==> src/pause_fc_pkg.sv <==
// Purpose: shared constants and carriers for the pause flow control block
// Assumes: one 50 MHz clock, classic Wishbone register access
// Notes: frame fields are carried as packed structs
package pause_fc_pkg;
	// wishbone register byte offsets
	localparam logic [7:0] CTRL_OFS = 8'h00;
	localparam logic [7:0] SA_LO_OFS = 8'h04;
	localparam logic [7:0] SA_HI_OFS = 8'h08;
	localparam logic [7:0] REFRESH_OFS = 8'h0C;
	localparam logic [7:0] STATUS_OFS = 8'h10;
	// control register bit positions
	localparam int CTRL_TX_EN_BIT = 0;
	localparam int CTRL_RX_EN_BIT = 1;
	localparam int CTRL_LEN_DIS_BIT = 2;
	localparam int CTRL_PFC_MODE_BIT = 3;
	localparam int CTRL_AUTO_XON_BIT = 4;
	localparam int CTRL_WIDTH = 5;
	// reset values
	localparam logic [CTRL_WIDTH-1:0] CTRL_RESET = 5'h00;
	localparam logic [47:0] SA_RESET = 48'h0000_0000_0000;
	localparam logic [15:0] REFRESH_RESET = 16'hFF00;
	// frame field constants
	localparam logic [47:0] PAUSE_MCAST_DA = 48'h0180_C200_0001;
	localparam logic [15:0] CTRL_TYPE = 16'h8808;
	localparam logic [15:0] PAUSE_OPCODE = 16'h0001;
	localparam logic [15:0] CTRL_FRAME_BYTES = 16'h0040;
	localparam logic [15:0] ZERO_QUANTA = 16'h0000;
	// pause quantum timing
	localparam int QUANTUM_PS = 51200;
	localparam int CLK_PS = 20000;
	localparam int QUANTUM_CYC_RAW = QUANTUM_PS / CLK_PS;
	localparam int QUANTUM_CYC = (QUANTUM_CYC_RAW < 1) ? 1 : QUANTUM_CYC_RAW;
	localparam logic [7:0] QUANTUM_CYC_W = 8'(QUANTUM_CYC);

	// outgoing pause frame fields
	typedef struct packed {
		logic [47:0] da;
		logic [47:0] sa;
		logic [15:0] len_type;
		logic [15:0] opcode;
		logic [15:0] quanta;
	} pause_frame_s;

	// summary of one received frame, from the receive checker
	typedef struct packed {
		logic checks_ok;
		logic [15:0] length;
		logic [47:0] da;
		logic [15:0] len_type;
		logic [15:0] opcode;
		logic [15:0] param;
	} rx_frame_s;
endpackage

==> src/pause_flow_ctrl.sv <==
// What this block does
// trigger builds a pause frame when enabled
// destination is the flow-control multicast address
// source is the configured station address
// duration sampled at trigger assertion into parameter
// idle sends now, busy waits, pause beats clients
// pause frame sent even while held off
// one pending request, latest duration wins
// extended mode only if built-in and standard
// held trigger resends at refresh quanta count
// release with auto xon sends zero quanta
// flow control off, client sends control frames
// control frame good only if 64 bytes
// failing control frames flagged bad
// reception off passes good control frames good
// decode address, type and pause opcode
// failed decode passed up flagged good
// hold transmit acknowledge for received quanta
// acted-on pause flagged bad, statistics good
// client drops control type, stat bit flags
// flow control off, client handles control frames
// client may use full/empty thresholds
// zero-duration pause resumes at once
// one quantum is 512 bit times; the tick here is 2 clocks, 40 ns
// control type recognised and flagged in statistics
// new pause reloads the inhibit counter
// Purpose: pause frame generation and reception for a 10G MAC
// Assumes: tx_busy_i high while the transmitter is sending a frame
// Notes: registers over classic Wishbone, ack one cycle after request
`timescale 1ns/1ps
`default_nettype none
module pause_flow_ctrl
	import pause_fc_pkg::*;
#(
	parameter bit PFC_BUILT = 1'b1
) (
	input wire logic clk_i,
	input wire logic rst_i,
	// wishbone slave
	input wire logic wb_cyc_i,
	input wire logic wb_stb_i,
	input wire logic wb_we_i,
	input wire logic [7:0] wb_adr_i,
	input wire logic [3:0] wb_sel_i,
	input wire logic [31:0] wb_dat_i,
	output logic [31:0] wb_dat_o,
	output logic wb_ack_o,
	// client pause request
	input wire logic pause_trigger_i,
	input wire logic [15:0] pause_duration_i,
	// transmitter side
	input wire logic tx_busy_i,
	input wire logic client_tx_req_i,
	output logic client_tx_ack_o,
	output logic pause_send_o,
	output pause_frame_s pause_frame_o,
	// receive side
	input wire logic rx_done_i,
	input wire rx_frame_s rx_frame_i,
	output logic rx_result_o,
	output logic rx_good_o,
	output logic rx_stat_good_o,
	output logic rx_stat_control_o
);
	// configuration registers
	logic [CTRL_WIDTH-1:0] ctrl_reg, ctrl_next;
	logic [47:0] sa_reg, sa_next;
	logic [15:0] refresh_reg, refresh_next;
	logic [31:0] rdata_reg, rdata_next;
	logic ack_reg, ack_next;
	// transmit request state
	logic trig_prev_reg, trig_prev_next;
	logic pending_reg, pending_next;
	logic [15:0] dur_reg, dur_next;
	logic held_reg, held_next;
	logic [15:0] held_dur_reg, held_dur_next;
	logic [15:0] since_reg, since_next;
	logic send_reg, send_next;
	pause_frame_s frame_reg, frame_next;
	// quantum timing and inhibit
	logic [7:0] div_reg, div_next;
	logic [15:0] inhibit_reg, inhibit_next;
	// receive results
	logic res_reg, res_next;
	logic good_reg, good_next;
	logic sgood_reg, sgood_next;
	logic sctrl_reg, sctrl_next;
	// decoded controls
	logic tx_en, rx_en, len_dis, ext_mode, auto_xon;
	logic wb_req, tick, launch, trig_rise, trig_held;
	logic is_ctrl, err_free, decode_ok, act;
	logic [31:0] wmask;

	assign tx_en = ctrl_reg[CTRL_TX_EN_BIT];
	assign rx_en = ctrl_reg[CTRL_RX_EN_BIT];
	assign len_dis = ctrl_reg[CTRL_LEN_DIS_BIT];
	assign auto_xon = ctrl_reg[CTRL_AUTO_XON_BIT];
	assign ext_mode = PFC_BUILT && !ctrl_reg[CTRL_PFC_MODE_BIT];
	assign wb_req = wb_cyc_i && wb_stb_i && !ack_reg;
	// byte-lane mask from select lines
	assign wmask = {{8{wb_sel_i[3]}}, {8{wb_sel_i[2]}}, {8{wb_sel_i[1]}}, {8{wb_sel_i[0]}}};

	// register file next values
	always_comb begin
		ctrl_next = ctrl_reg;
		sa_next = sa_reg;
		refresh_next = refresh_reg;
		rdata_next = 32'h0000_0000;
		ack_next = wb_req;
		if (wb_req && wb_we_i) begin
			// writes merge under the byte mask
			case (wb_adr_i)
				CTRL_OFS: ctrl_next = CTRL_WIDTH'((32'(ctrl_reg) & ~wmask) | (wb_dat_i & wmask));
				SA_LO_OFS: sa_next[31:0] = (sa_reg[31:0] & ~wmask) | (wb_dat_i & wmask);
				SA_HI_OFS: sa_next[47:32] = (sa_reg[47:32] & ~wmask[15:0])
					| (wb_dat_i[15:0] & wmask[15:0]);
				REFRESH_OFS: refresh_next = (refresh_reg & ~wmask[15:0])
					| (wb_dat_i[15:0] & wmask[15:0]);
				default: ; // unmapped writes ignored
			endcase
		end else if (wb_req) begin
			// reads, unmapped read as zero
			case (wb_adr_i)
				CTRL_OFS: rdata_next = 32'(ctrl_reg);
				SA_LO_OFS: rdata_next = sa_reg[31:0];
				SA_HI_OFS: rdata_next = {16'h0000, sa_reg[47:32]};
				REFRESH_OFS: rdata_next = {16'h0000, refresh_reg};
				STATUS_OFS: rdata_next = {inhibit_reg, 13'h0000, held_reg,
					(inhibit_reg != 16'h0000), pending_reg};
				default: rdata_next = 32'h0000_0000;
			endcase
		end
	end

	// register file flops
	always_ff @(posedge clk_i) begin
		if (rst_i) begin
			ctrl_reg <= CTRL_RESET;
			sa_reg <= SA_RESET;
			refresh_reg <= REFRESH_RESET;
			rdata_reg <= 32'h0000_0000;
			ack_reg <= 1'b0;
		end else begin
			ctrl_reg <= ctrl_next;
			sa_reg <= sa_next;
			refresh_reg <= refresh_next;
			rdata_reg <= rdata_next;
			ack_reg <= ack_next;
		end
	end
	assign wb_dat_o = rdata_reg;
	assign wb_ack_o = ack_reg;

	// quantum tick: one pulse per 2 clocks, 512 bit times rounded down to whole clocks
	assign tick = (div_reg == QUANTUM_CYC_W - 8'h01);
	// trigger edges, same-clock input
	assign trig_rise = pause_trigger_i && !trig_prev_reg;
	assign trig_held = pause_trigger_i && trig_prev_reg;
	// launch when transmitter is free, regardless of inhibit
	assign launch = pending_reg && !tx_busy_i && tx_en;

	// transmit request next values
	always_comb begin
		trig_prev_next = pause_trigger_i;
		pending_next = pending_reg;
		dur_next = dur_reg;
		held_next = held_reg;
		held_dur_next = held_dur_reg;
		since_next = since_reg;
		send_next = launch;
		frame_next = frame_reg;
		// quanta since last pause frame
		if (launch) begin
			since_next = 16'h0000;
		end else if (tick && since_reg != 16'hFFFF) begin
			since_next = since_reg + 16'h0001;
		end
		// sent frame clears pending unless a new event lands
		if (launch) begin
			pending_next = 1'b0;
			frame_next.da = PAUSE_MCAST_DA;
			frame_next.sa = sa_reg;
			frame_next.len_type = CTRL_TYPE;
			frame_next.opcode = PAUSE_OPCODE;
			frame_next.quanta = dur_reg;
		end
		if (!tx_en) begin
			pending_next = 1'b0;
			held_next = 1'b0;
		end else if (trig_rise) begin
			// latest sample replaces any waiting one
			pending_next = 1'b1;
			dur_next = pause_duration_i;
			held_dur_next = pause_duration_i;
		end else if (ext_mode && trig_held) begin
			held_next = 1'b1;
			if (since_reg >= refresh_reg && !pending_reg && !launch) begin
				pending_next = 1'b1;
				dur_next = held_dur_reg;
			end
		end else if (!pause_trigger_i && held_reg) begin
			held_next = 1'b0;
			if (auto_xon && ext_mode) begin
				pending_next = 1'b1;
				dur_next = ZERO_QUANTA;
			end
		end
	end

	// transmit request flops
	always_ff @(posedge clk_i) begin
		if (rst_i) begin
			trig_prev_reg <= 1'b0;
			pending_reg <= 1'b0;
			dur_reg <= 16'h0000;
			held_reg <= 1'b0;
			held_dur_reg <= 16'h0000;
			since_reg <= 16'h0000;
			send_reg <= 1'b0;
			frame_reg <= '0;
		end else begin
			trig_prev_reg <= trig_prev_next;
			pending_reg <= pending_next;
			dur_reg <= dur_next;
			held_reg <= held_next;
			held_dur_reg <= held_dur_next;
			since_reg <= since_next;
			send_reg <= send_next;
			frame_reg <= frame_next;
		end
	end
	assign pause_send_o = send_reg;
	assign pause_frame_o = frame_reg;
	// client waits for pending pause and for the inhibit to run out
	assign client_tx_ack_o = client_tx_req_i && !tx_busy_i && !pending_reg
		&& !launch && (inhibit_reg == 16'h0000);

	// receive frame classification
	assign is_ctrl = (rx_frame_i.len_type == CTRL_TYPE);
	assign err_free = rx_frame_i.checks_ok
		&& (len_dis || rx_frame_i.length == CTRL_FRAME_BYTES);
	assign decode_ok = (rx_frame_i.da == PAUSE_MCAST_DA || rx_frame_i.da == sa_reg)
		&& is_ctrl && rx_frame_i.opcode == PAUSE_OPCODE;
	assign act = rx_done_i && is_ctrl && err_free && rx_en && decode_ok;

	// receive results and inhibit counter next values
	always_comb begin
		div_next = tick ? 8'h00 : div_reg + 8'h01;
		inhibit_next = inhibit_reg;
		res_next = rx_done_i;
		good_next = good_reg;
		sgood_next = sgood_reg;
		sctrl_next = sctrl_reg;
		if (tick && inhibit_reg != 16'h0000) begin
			inhibit_next = inhibit_reg - 16'h0001;
		end
		if (act) begin
			// a fresh pause replaces what remains, zero resumes
			inhibit_next = rx_frame_i.param;
			div_next = 8'h00;
		end
		if (rx_done_i) begin
			sctrl_next = is_ctrl;
			if (!is_ctrl) begin
				good_next = rx_frame_i.checks_ok;
				sgood_next = rx_frame_i.checks_ok;
			end else if (!err_free) begin
				good_next = 1'b0;
				sgood_next = 1'b0;
			end else if (!rx_en || !decode_ok) begin
				good_next = 1'b1;
				sgood_next = 1'b1;
			end else begin
				good_next = 1'b0;
				sgood_next = 1'b1;
			end
		end
	end

	// receive and inhibit flops
	always_ff @(posedge clk_i) begin
		if (rst_i) begin
			div_reg <= 8'h00;
			inhibit_reg <= 16'h0000;
			res_reg <= 1'b0;
			good_reg <= 1'b0;
			sgood_reg <= 1'b0;
			sctrl_reg <= 1'b0;
		end else begin
			div_reg <= div_next;
			inhibit_reg <= inhibit_next;
			res_reg <= res_next;
			good_reg <= good_next;
			sgood_reg <= sgood_next;
			sctrl_reg <= sctrl_next;
		end
	end
	assign rx_result_o = res_reg;
	assign rx_good_o = good_reg;
	assign rx_stat_good_o = sgood_reg;
	assign rx_stat_control_o = sctrl_reg;

	// checks
	property p_trig_pends;
		@(posedge clk_i) disable iff (rst_i)
		(tx_en && trig_rise) |=> pending_reg && dur_reg == $past(pause_duration_i);
	endproperty
	a_trig_pends: assert property (p_trig_pends) else $error("trigger not pended");
	property p_frame_fields;
		@(posedge clk_i) disable iff (rst_i)
		pause_send_o |-> pause_frame_o.da == PAUSE_MCAST_DA
			&& pause_frame_o.sa == sa_reg && pause_frame_o.opcode == PAUSE_OPCODE;
	endproperty
	a_frame_fields: assert property (p_frame_fields) else $error("bad frame fields");
	property p_busy_waits;
		@(posedge clk_i) disable iff (rst_i)
		tx_busy_i |=> !pause_send_o;
	endproperty
	a_busy_waits: assert property (p_busy_waits) else $error("sent while busy");
	property p_send_when_free;
		@(posedge clk_i) disable iff (rst_i)
		// a fresh trigger or an xon release in the launch cycle re-pends on purpose
		(pending_reg && tx_en && !tx_busy_i && !trig_rise && !(held_reg && !pause_trigger_i))
			|=> pause_send_o && !pending_reg;
	endproperty
	a_send_when_free: assert property (p_send_when_free) else $error("free not sent");
	property p_no_ack_inhibit;
		@(posedge clk_i) disable iff (rst_i)
		(inhibit_reg != 16'h0000) |-> !client_tx_ack_o;
	endproperty
	a_no_ack_inhibit: assert property (p_no_ack_inhibit) else $error("ack while paused");
	property p_act_reload;
		@(posedge clk_i) disable iff (rst_i)
		act |=> inhibit_reg == $past(rx_frame_i.param);
	endproperty
	a_act_reload: assert property (p_act_reload) else $error("inhibit not loaded");
	property p_acted_bad;
		@(posedge clk_i) disable iff (rst_i)
		act |=> rx_result_o && !rx_good_o && rx_stat_good_o;
	endproperty
	a_acted_bad: assert property (p_acted_bad) else $error("acted frame flagged");
	property p_short_bad;
		@(posedge clk_i) disable iff (rst_i)
		(rx_done_i && is_ctrl && !len_dis && rx_frame_i.length != CTRL_FRAME_BYTES)
			|=> !rx_good_o;
	endproperty
	a_short_bad: assert property (p_short_bad) else $error("short control good");
	property p_xon_zero;
		@(posedge clk_i) disable iff (rst_i)
		(held_reg && !pause_trigger_i && auto_xon && ext_mode && tx_en)
			|=> pending_reg && dur_reg == ZERO_QUANTA;
	endproperty
	a_xon_zero: assert property (p_xon_zero) else $error("no xon queued");
	// zero-quanta pause drops the inhibit at once
	property p_zero_resume;
		@(posedge clk_i) disable iff (rst_i)
		(act && rx_frame_i.param == ZERO_QUANTA) |=> inhibit_reg == 16'h0000;
	endproperty
	a_zero_resume: assert property (p_zero_resume) else $error("zero pause not resumed");
	// reception off: clean control frames go up flagged good
	property p_rx_off_good;
		@(posedge clk_i) disable iff (rst_i)
		(rx_done_i && is_ctrl && err_free && !rx_en)
			|=> rx_good_o && rx_stat_good_o && rx_stat_control_o;
	endproperty
	a_rx_off_good: assert property (p_rx_off_good) else $error("control frame not passed");
	property p_ack_cycle;
		@(posedge clk_i) disable iff (rst_i)
		(wb_cyc_i && wb_stb_i && !wb_ack_o) |=> wb_ack_o ##1 !wb_ack_o;
	endproperty
	a_ack_cycle: assert property (p_ack_cycle) else $error("bad wishbone ack");
	c_send: cover property (@(posedge clk_i) disable iff (rst_i) pause_send_o);
	c_act: cover property (@(posedge clk_i) disable iff (rst_i) act);
	c_refresh: cover property (@(posedge clk_i) disable iff (rst_i)
		held_reg && pause_send_o);
	c_resume: cover property (@(posedge clk_i) disable iff (rst_i)
		act && rx_frame_i.param == ZERO_QUANTA && inhibit_reg != 16'h0000);
endmodule
`default_nettype wire

==> config.mk <==
export PLATFORM = sky130hd
export DESIGN_NAME = pause_flow_ctrl
export DESIGN_NICKNAME = d
export VERILOG_FILES = /design/src/pause_fc_pkg.sv /design/src/pause_flow_ctrl.sv
export SDC_FILE = /design/constraint.sdc
export NUM_CORES = 1
export LEC_CHECK = 0
export BUFFER_PORTS_ARGS = -buffer_cell sky130_fd_sc_hd__buf_4
export CAP_MARGIN = 20
export CORE_MARGIN = 2
export CORE_UTILIZATION = 50
export CTS_CLUSTER_SIZE = 14
export DETAILED_ROUTE_END_ITERATION = 8
export GPL_TIMING_DRIVEN = 0
export PLACE_DENSITY = 0.79
export SLEW_MARGIN = 20
export SYNTH_ARGS = -nofsm -noshare
export SYNTH_HDL_FRONTEND = slang
export SYNTH_SLANG_ARGS = --single-unit
==> constraint.sdc <==
create_clock -name clk_i -period 5.02 [get_ports clk_i]
set_clock_uncertainty 0.2 [all_clocks]
set_input_delay 1.004 -clock clk_i [delete_from_list [all_inputs] [get_ports clk_i]]
set_output_delay 1.004 -clock clk_i [all_outputs]
set_load 0.01 [all_outputs]
Yosys cells after proc, flatten, opt, wreduce, memory -nomap -nowiden
Index checks and enable logic that the tools add are counted.
Widths: inputs -> output; s select.
- register bits: 249
- output and inout port bits: 183
- reduce and logical (&&, ||, !) cells: 55
- add/subtract/negate cells: 3
- mux-type cells: 21
- equality and inequality tests: 12
- bitwise operators: 15
- order comparisons: 1
- operator list (cell ; number):
    $pmux 32 s5 ; 1
    $mux 16 ; 7
    $and 32x32->32 ; 2
    $and 16x16->16 ; 3
    $eq 48x41->1 const B ; 1
    $eq 48x48->1 ; 1
    $not 32->32 ; 1
    $or 16x16->16 ; 2
    $or 32x32->32 ; 1
    $logic_and 1x1->1 ; 25
    $add 16x1->16 const B ; 1
    $eq 16x1->1 const B ; 1
    $eq 16x16->1 const B ; 1
    $eq 16x7->1 const B ; 1
    $eq 8x4->1 const B ; 2
    $ge 16x16->1 ; 1
    $logic_not 16->1 ; 1
    $ne 16x16->1 const B ; 1
    $not 16->16 ; 1
    $reduce_bool 16->1 ; 1
    $sub 16x1->16 const B ; 1
    $mux 1 ; 13
    $reduce_and 2->1 ; 6
    $logic_not 1->1 ; 9
    15 further kinds ; 23

Longest topological paths before layout
Gate-level depths: netlist of run 1.
- word-level depth: 9
- gate-level depth with buffers: 9
- gate-level depth less buffers: 8

Worst setup path before layout of run 1
Ideal clock, no wire load.
- path kind: input -> register
- from: input port rx_frame_i[45] (netlist name)
- to: register inhibit_reg[14]
- buffers on the path: 2
- library setup time: 0.131 ns
- slack: 2.069 ns
- arrival: 2.620 ns
- required time: 4.689 ns
- stages on the path: 7
- cell sequence: nor4b_1 -> nand4_1 -> or4_1 -> buf_4 -> buf_6 -> o31ai_2 -> a21oi_2
- longest elaborated chain between the ends: 6
- elaborated cells between the ends (all ways): 9
- ends and longest elaborated chain (what ; line ; text):
    start, declared ; pause_flow_ctrl.sv:59 ; input wire rx_frame_s rx_frame_i,
    $eq 16x16->1 (*) ; pause_flow_ctrl.sv:239 ; assign is_ctrl = (rx_frame_i.len_type == CTRL_TYPE);
    $logic_and 1x1->1 (3 in series) ; pause_flow_ctrl.sv:244 ; assign act = rx_done_i && is_ctrl && err_free && rx_en && decode_ok;
    $logic_and 1x1->1 (*) ; pause_flow_ctrl.sv:244 ;
    $mux 16 / $reduce_bool 2->1 (equally long branches) ; n/a ;
    end signal, assigned ; pause_flow_ctrl.sv:291 ; inhibit_reg <= inhibit_next;
    end, declared ; pause_flow_ctrl.sv:82 ; logic [15:0] inhibit_reg, inhibit_next;
Every way passes the cells marked *; elsewhere a longest branch is shown, timed or not.
A chain may end at the register's enable or synchronous reset.

Worst setup path after layout of run 1
- from: register inhibit_reg[7]
- to: output port client_tx_ack_o
- longest elaborated chain between the ends: 2
- ends and longest elaborated chain (what ; line ; text):
    $logic_not 16->1 ; pause_flow_ctrl.sv:236 ; && !launch && (inhibit_reg == 16'h0000);
    $logic_and 1x1->1 ; pause_flow_ctrl.sv:236 ;
    end, declared ; pause_flow_ctrl.sv:54 ; output logic client_tx_ack_o,
No other way between the ends.

==> impl_metrics.yaml, run 1 <==
synth:
  synth_top_area_share_pct: 42.84
  netlist_instances: 1241
  synth_edf_count: 0
  post_synth_mux_area_share_pct: 7.306
  synthAdderAreaFrac_pct: 2.168
  synthSimpleGateAreaFrac_pct: 16.08
  yosys_warnings: 0
  synth_ff_type: "dfxtp_1"
  synth_top_family_by_area: "compound AO/OA/AOI/OAI gates"
  syn_area_um2: 11540
  syn_avg_cell_area_um2: 9.301
  synth_cell_type_count: 69
  synth_seq_cells: 247
  synth_compound_area_share_pct: 16.51
  yosysSeqAreaShare_pct: 42.84
  yosysMostFrequentCell: "dfxtp_1"
  synth.area.top_cells: "dfxtp_1 43%, mux2i_1 5.6%, buf_4 5.2%"
  synth_commonest_cells: "247 x dfxtp_1, 110 x nor2_1, 80 x buf_4"
  synthArstFlopShare_pct: 0
  synth_xor_area_share_pct: 5.919
  synth_area_leader_cell: "dfxtp_1"
sta:
  setup_ws_ns: 1.179
  worst_slew_pin_slew_ns: 1.011
  tns_ns: 0
  rsz0062_at_grt: "no"
  setup_violations: 0
  fmax_ghz: 0.2603
  period_share_pct: 76.52
  finalHoldViolations: 0
  slew_viol_final: 0
  fin_crit_ns: 3.841
  relSlewSlack_pct: 32.05
  hold_slack_ns: 0.2579
finish:
  fin_nets: 1833
  areaGrowthSynthToFinish_pct: 31.69
  utilization_pct: 67.13
  drive_gt1_share_pct: 28.09
  design_area_um2: 15200
placed_design:
  finalWeightedCongestion: 0.9681
  dp_slack_ns: 1.281
  placed_area_um2: 14360
  port_buffers: 293
  place_hpwl_um: 28980
setup_path:
  worst_ep_required_time_ns: 3.82
  critical_path.slowest_cell: "or4_4"
  crit_family: "simple AND/OR/NAND/NOR gates"
  path_class: "flop to primary output"
  path_buf_inv: 1
  worst_r2r_endpoint: "inhibit_reg[0]"
  critPathMaxStageDelay_ns: 0.58
  endpoint_kind: "primary output"
  cp_cell_sequence: "or4_4 -> nor2b_1 -> nand2_1 -> nor4b_1 -> buf_4"
  crit_path_start_kind: "flop"
  reg2reg_slack_ns: 1.87
  cp_max_fo: 6
  ff2ff_path_depth: 7
  cp.arrival_ns: 2.64
floorplanning:
  dieWidth_um: 155.9
  fp-row-count: 55
  start_util_pct: 50.98
  io_pins: 365
  core_um2: 22640
  die-area_um2: 24320
  die_y_um: 155.9
global_route:
  overflow: 0
  gr-usage-met3_pct: 6.528
  grt_pass1_wl_um: 56440
  met1_usage_pct: 37.22
  grt_usage_pct: 29.60
  grt_pass1_vias: 10393
  grt_antenna_before_repair: 1
  grtUsageMet2_pct: 49.18
  grt_max_degree: 15
  busiest_layer: "met2"
clocking:
  holdBufCountCts: 0
  cts_made_buffers: 26
  cts_resized: 0
  insertion_delay_ns: 0.55
  postCtsSetupRepairBufs: 0
  cts_buffer_depth: 3
  clock_sinks: 247
  clkTransAtPathRegs_ns: 0.06
  cts_root_buf: "clkbuf_16"
  h-tree-depth: 1
  cts_tree: "done"
routing:
  wl_per_cell_um: 19.44
  drc_errors: 0
  vias_per_cell: 5.632
  via_count: 10892
  routed_wl_um: 37600
  dr.pass1.iters: 6
  antenna_left: 0
  drt-initial-drc-count: 800
power_and_ir_drop:
  power.density_nw_per_um2: 312.0
  p_leak_uw: 0.006907
  ir_drop_v: 0.0002060
min_path:
  worstHoldPathCells: 2
  hold_end: "held_dur_reg[12]"
  min_path_type: "flop to flop"
  min-delay-start: "held_dur_reg[12]"
run:
  maxCapViolCount: 0
outcome:
  outcome: "finished clean"
through the flow:
step | std cells | total power (uW)
floorplan | 1310 | 2591
global placement | 1888 | 2849
detailed placement | 1888 | 2866
CTS | 1933 | 4738
global route | 1934 | 4908
finish | 1934 | 4742
kinds of logic (layout without fill, tap and decap cells):
family | Yosys count | count (layout)
simple gates | 354 | 354
other cells | 1 | 71
fa+ha+maj | 20 | 20
buf+inv | 193 | 531
xor+xnor | 78 | 78
mux | 80 | 80
flops | 247 | 247
compound gates | 268 | 268
final cells by class:
cell class	instances	area (um^2)
multi-input cells	870	5801
plain buffers	148	887.1
clock buffers	32	703.2
repair buffers	293	2200
well taps	285	356.6
fillers	1830	7441
clock inverters	13	136.4
diodes	1	2.502
flip-flops and latches	247	4945
inverters	45	168.9
routing by layer:
metal | vias up | wire (um)
li1 | 5101 | -
met1 | 5071 | 14590
met2 | 619 | 17310
met3 | 101 | 4081
met4 | 0 | 1622
met5 | - | 0
how the worst max path moves through the flow:
stage / to / start / cells past startpoint
4_1_cts: client_tx_ack_o / inhibit_reg[7] / 5
3_5_place_dp: inhibit_reg[0] / rx_frame_i[90] / 8
5_1_grt: client_tx_ack_o / inhibit_reg[7] / 5
3_3_place_gp: inhibit_reg[0] / rx_frame_i[90] / 8
2_1_floorplan: inhibit_reg[14] / rx_frame_i[45] / 7
6_report: client_tx_ack_o / inhibit_reg[7] / 5
worst min-delay path, stage by stage (launching register included):
cell	delay, ns
dfxtp_1	0.31
nand2_1	0.05
a21oi_1	0.05
report_power, final:
part           switching [uW]  leakage (uW)  total [uW]  internal (uW)
clock                     798      0.000405        1890           1100
sequential               65.5       0.00199        2070           2000
combinational             420       0.00451         779            360
total                    1280       0.00691        4740           3460
placed cells by master (no fill, tap or decap), types with 7 or more instances in the layout:
| cell type | count |
|---|---|
| or3_1 | 9 |
| o21a_1 | 18 |
| and3_1 | 7 |
| conb_1 | 70 |
| nor2_1 | 110 |
| buf_4 | 373 |
| buf_2 | 12 |
| clkbuf_1 | 48 |
| buf_1 | 8 |
| ha_1 | 20 |
| nor4b_1 | 13 |
| inv_1 | 45 |
| mux2i_1 | 64 |
| nor3_1 | 20 |
| o31ai_1 | 10 |
| xnor2_1 | 17 |
| a221oi_1 | 16 |
| a22oi_1 | 31 |
| a21oi_1 | 67 |
| a22o_1 | 65 |
| dfxtp_1 | 247 |
| nand3_1 | 22 |
| mux2_2 | 13 |
| nor2b_1 | 7 |
| clkbuf_16 | 26 |
| xor2_1 | 61 |
| o21ai_0 | 26 |
| nand2_1 | 71 |
| nor4_1 | 38 |
| nand4_1 | 21 |
Power figures use the tool's default switching activity.
==> run 2, diff against run 1 <==
Settings changed: CORE_UTILIZATION 50 to 47, PLACE_DENSITY 0.79 to 0.77.
Clock period 5.02 ns to 3.3 ns, I/O delays scaled along.
==> run 2 against run 1 <==
  * Combinational power up 54%
  * Largest cell class unchanged
  * Utilization down 3.7 points
  * Via count down 0.67%
  * The run now ends with setup timing left
  * Clock power is 72% higher
  * Sequential cell count stayed put
  * Critical path type is now flop to flop
==> impl_metrics.yaml, run 2 (synthesized netlist as in run 1, its figures left out) <==
outcome:
  outcome: "complete, but fails checks"
  violations: "setup timing"
clocking:
  cts_made_buffers: 27
  clock_sinks: 247
  h-tree-depth: 1
  postCtsSetupRepairBufs: 0
  cts_root_buf: "clkbuf_16"
  cts_tree: "done"
  clkTransAtPathRegs_ns: 0.06
  insertion_delay_ns: 0.56
  cts_buffer_depth: 3
  holdBufCountCts: 0
floorplanning:
  fp-row-count: 57
  die-area_um2: 25830
  io_pins: 365
  dieWidth_um: 160.7
  start_util_pct: 47.60
  core_um2: 24250
  die_y_um: 160.7
routing:
  via_count: 10819
  routed_wl_um: 38780
  antenna_left: 0
  drc_errors: 0
  drt-initial-drc-count: 752
  vias_per_cell: 5.472
  wl_per_cell_um: 19.62
  dr.pass1.iters: 5
sta:
  fin_crit_ns: 3.318
  worst_slew_pin_slew_ns: 1.112
  fmax_ghz: 0.3014
  setup_ws_ns: -0.01798
  finalHoldViolations: 0
  period_share_pct: 100.5
  relSlewSlack_pct: 25.25
  rsz0062_at_grt: "no"
  setup_violations: 2
  slew_viol_final: 0
finish:
  fin_nets: 1833
  final_cell_mix: "373 x buf_4, 247 x dfxtp_1, 110 x nor2_1, 71 x nand2_1, 70 x conb_1"
  fin_cells: 1977
  design_area_um2: 15380
  areaGrowthSynthToFinish_pct: 33.29
  nFillCells: 2064
  drive_gt1_share_pct: 28.33
  final_common_cell: "buf_4"
global_route:
  grt_pass1_wl_um: 58750
  overflow: 0
  grt_pass1_vias: 10674
  grt_antenna_before_repair: 2
  grt_max_degree: 15
  grt_usage_pct: 28.86
setup_path:
  path_class: "flop to flop"
  cp_max_fo: 10
  worst_ep_required_time_ns: 3.57
  crit_path_frequent_cell: "nand4_1"
  crit_family: "compound AO/OA/AOI/OAI gates"
  critPathMaxStageDelay_ns: 0.93
  crit_path_start_kind: "flop"
  path_buf_inv: 1
  endpoint_kind: "flop"
  critical_path.slowest_cell: "o31ai_1"
  reg2reg_slack_ns: -0.02
  cp_cell_sequence: "xor2_1 -> nor4_1 -> nand4_1 -> o31ai_1 -> buf_2 -> nand4_1 -> a21oi_1"
  ff2ff_path_depth: 7
  cp.arrival_ns: 3.59
  worst_r2r_endpoint: "inhibit_reg[7]"
placed_design:
  finalWeightedCongestion: 0.8999
  placed_area_um2: 14410
  dp_slack_ns: -0.1677
  place_hpwl_um: 29960
  port_buffers: 293
  dpl.cell_count: 1927
min_path:
  worstHoldPathCells: 3
  min_path_type: "input pin to flop"
  min-delay-start: "wb_dat_i[27]"
power_and_ir_drop:
  p_total_uw: 7600
  power.density_nw_per_um2: 494.0
  ir_drop_v: 0.0002984
  p_leak_uw: 0.006981
run:
  maxCapViolCount: 0
## run 2: repair_timing
action | 4_1_cts | 5_1_grt
cloned | 0 | 0
gates resized for setup | 2 | 2
setup endpoints to repair | 1 | 1
## run 2: final cells by class
class	instances	area (um^2)	area share [%]
Multi-Input combinational cell	870	5816	37.80
Sequential cell	247	4945	32.14
Timing Repair Buffer	293	2200	14.30
Buffer	147	883.3	5.742
Clock buffer	40	794.5	5.164
Tap cell	324	405.4	2.635
Clock inverter	10	170.2	1.106
Inverter	45	168.9	1.098
Antenna cell	1	2.502	0.01627
## run 2: how the worst max path moves through the flow
stage	endpoint	slack [ns]	cells after the start
floorplan	inhibit_reg[14]	0.69	7
global placement	inhibit_reg[1]	-0.14	8
detailed placement	inhibit_reg[1]	-0.17	8
CTS	client_tx_ack_o	0.04	5
global route	inhibit_reg[1]	0.006	7
finish	inhibit_reg[7]	-0.02	7
## run 2: power by group
part / leakage [uW] / switching, uW / internal [uW]
clock: 0.000468 / 1270 / 1980
combinational: 0.00452 / 643 / 559
sequential: 0.00199 / 102 / 3050
## run 2: stage by stage
stage | hold slack (ns) | utilization [%] | setup TNS [ns]
floorplan | 0.2367 | - | 0
global placement | 0.2425 | 59.41 | -0.6926
detailed placement | 0.2487 | 59.41 | -1.017
CTS | 0.1393 | 63.41 | 0
global route | 0.1469 | 63.45 | 0
finish | 0.1413 | 63.45 | -0.02981
## run 2: layer usage
metal  global-route usage (%)  routed length [um]  vias to the layer above
met4                    12.87                1725                        2
met2                    48.84               18070                      561
met5                        0                  12                        -
met3                    5.708                3576                       93
met1                    35.76               15400                     5068
li1                         -                   -                     5095
## run 2: worst register-to-register path: stages (launching register included)
cell and delay (ns):
dfxtp_1 0.48, xor2_1 0.19, nor4_1 0.52, nand4_1 0.22, o31ai_1 0.93, buf_2 0.36
nand4_1 0.17, a21oi_1 0.16
==> run 3, diff against run 2 <==
Settings changed: CTS_BUF_LIST set to sky130_fd_sc_hd__clkbuf_16, SKIP_CTS_REPAIR_TIMING set to 1.
==> run 3 against run 2 <==
  * Non-clock buffer count unchanged
  * The flow now finishes without violations
  * Register-to-register slack improved by 0.02 ns
  * Combinational power about the same
  * Clock power decreased by 6%
  * Wire length decreased by 0.26%
  * Utilization decreased by 0.29 points
  * Die area unchanged
  * Worst hold slack improved by 0.0012 ns
  * Largest cell class unchanged
==> impl_metrics.yaml, run 3 (synthesized netlist as in run 1, its figures left out) <==
routing:
  drc_errors: 0
  routed_wl_um: 38680
  via_count: 10831
  drt-initial-drc-count: 776
  antenna_left: 0
  vias_per_cell: 5.479
  wl_per_cell_um: 19.57
  dr.pass1.iters: 5
power_and_ir_drop:
  power.density_nw_per_um2: 484.2
  p_leak_uw: 0.006966
  ir_drop_v: 0.0002949
setup_path:
  path_class: "flop to flop"
  ff2ff_path_depth: 7
  crit_path_frequent_cell: "nand4_1"
  critical_path.slowest_cell: "o31ai_1"
  crit_path_start_kind: "flop"
  worst_r2r_endpoint: "inhibit_reg[7]"
  endpoint_kind: "flop"
  cp_max_fo: 10
  critPathMaxStageDelay_ns: 0.89
  crit_family: "compound AO/OA/AOI/OAI gates"
  worst_ep_required_time_ns: 3.57
  reg2reg_slack_ns: 0.001
  path_buf_inv: 1
  cp_cell_sequence: "xor2_1 -> nor4_1 -> nand4_1 -> o31ai_1 -> buf_2 -> nand4_1 -> a21oi_1"
  cp.arrival_ns: 3.56
min_path:
  min-delay-start: "wb_dat_i[29]"
  min_path_type: "input pin to flop"
  worstHoldPathCells: 3
sta:
  rsz0062_at_grt: "no"
  worst_slew_pin_slew_ns: 1.070
  hold_slack_ns: 0.1425
  slew_viol_final: 0
  fmax_ghz: 0.3031
  fin_crit_ns: 3.299
  relSlewSlack_pct: 28.03
  tns_ns: 0
  period_share_pct: 99.97
  setup_violations: 0
  finalHoldViolations: 0
clocking:
  clkTransAtPathRegs_ns: 0.06
  cts_buffer_depth: 3
  insertion_delay_ns: 0.56
  cts_tree: "done"
  cts_made_buffers: 27
  clock_sinks: 247
  h-tree-depth: 1
  cts_root_buf: "clkbuf_16"
floorplanning:
  die-area_um2: 25830
  dieWidth_um: 160.7
  fp-row-count: 57
  start_util_pct: 47.60
  core_um2: 24250
  die_y_um: 160.7
  io_pins: 365
global_route:
  grt_usage_pct: 28.84
  grt_pass1_vias: 10680
  overflow: 0
  grt_antenna_before_repair: 2
  grt_max_degree: 15
  grt_pass1_wl_um: 58710
finish:
  fin_nets: 1833
  regArea_um2: 4945
  fin_cells: 1977
  nFillCells: 2067
  drive_gt1_share_pct: 27.91
  final_common_cell: "buf_4"
  multiInputGateArea_um2: 5816
  final_cell_mix: "373 x buf_4, 247 x dfxtp_1, 110 x nor2_1, 71 x nand2_1, 70 x conb_1"
  areaGrowthSynthToFinish_pct: 32.68
placed_design:
  finalWeightedCongestion: 0.8999
  port_buffers: 293
  dpl.cell_count: 1927
  place_hpwl_um: 29960
run:
  maxCapViolCount: 0
outcome:
  outcome: "finished clean"
-- run 3: cell count changes in the layout (fill, tap and decap cells not counted), sizes merged --
cell    change
clkinv      +7
inv         +6
clkbuf     -13
-- run 3: through the flow --
stage	total power, uW	instance area [um^2]	util [%]	worst slack, ns
after floorplan	3942	11800	-	0.6933
after detailed placement	4372	14410	59.41	-0.1677
final	7415	15310	63.16	0.001009
after CTS	7399	15300	63.10	-0.1999
after global routing	7660	15310	63.16	0.005337
after global placement	4364	14410	59.41	-0.1430
-- run 3: layer usage --
| layer | track usage (%) | vias up | share of wire (%) |
|---|---|---|---|
| met4 | 13.19 | 2 | 4.7 |
| met3 | 5.682 | 104 | 8.7 |
| met1 | 35.79 | 5050 | 40 |
| li1 | - | 5102 | - |
| met5 | 0 | - | 0.031 |
| met2 | 48.59 | 573 | 46 |
-- run 3: area by class of cell --
type                    count  share of cell area [%]
clock buffers              27                   4.412
flip-flops and latches    247                   32.29
diodes                      1                 0.01634
inverters                  45                   1.103
plain buffers             147                   5.768
multi-input cells         870                   37.97
well taps                 324                   2.647
clock inverters            23                   1.430
repair buffers            293                   14.36
-- run 3: worst min-delay path: stages --
cell and delay, ns:
buf_4 0.08, mux2i_1 0.05, nor2_1 0.08
-- run 3: how the worst max path moves through the flow --
| stage | slack (ns) | endpoint | cells past startpoint |
|---|---|---|---|
| 4_1_cts | -0.20 | client_tx_ack_o | 5 |
| 2_1_floorplan | 0.69 | inhibit_reg[14] | 7 |
| 5_1_grt | 0.005 | inhibit_reg[1] | 7 |
| 6_report | 0.001 | inhibit_reg[7] | 7 |
| 3_5_place_dp | -0.17 | inhibit_reg[1] | 8 |
| 3_3_place_gp | -0.14 | inhibit_reg[1] | 8 |
-- run 3: power by group --
part           internal, uW  switching [uW]
clock network          1800            1260
logic                   559             644
registers              3050             102
total                  5410            2010
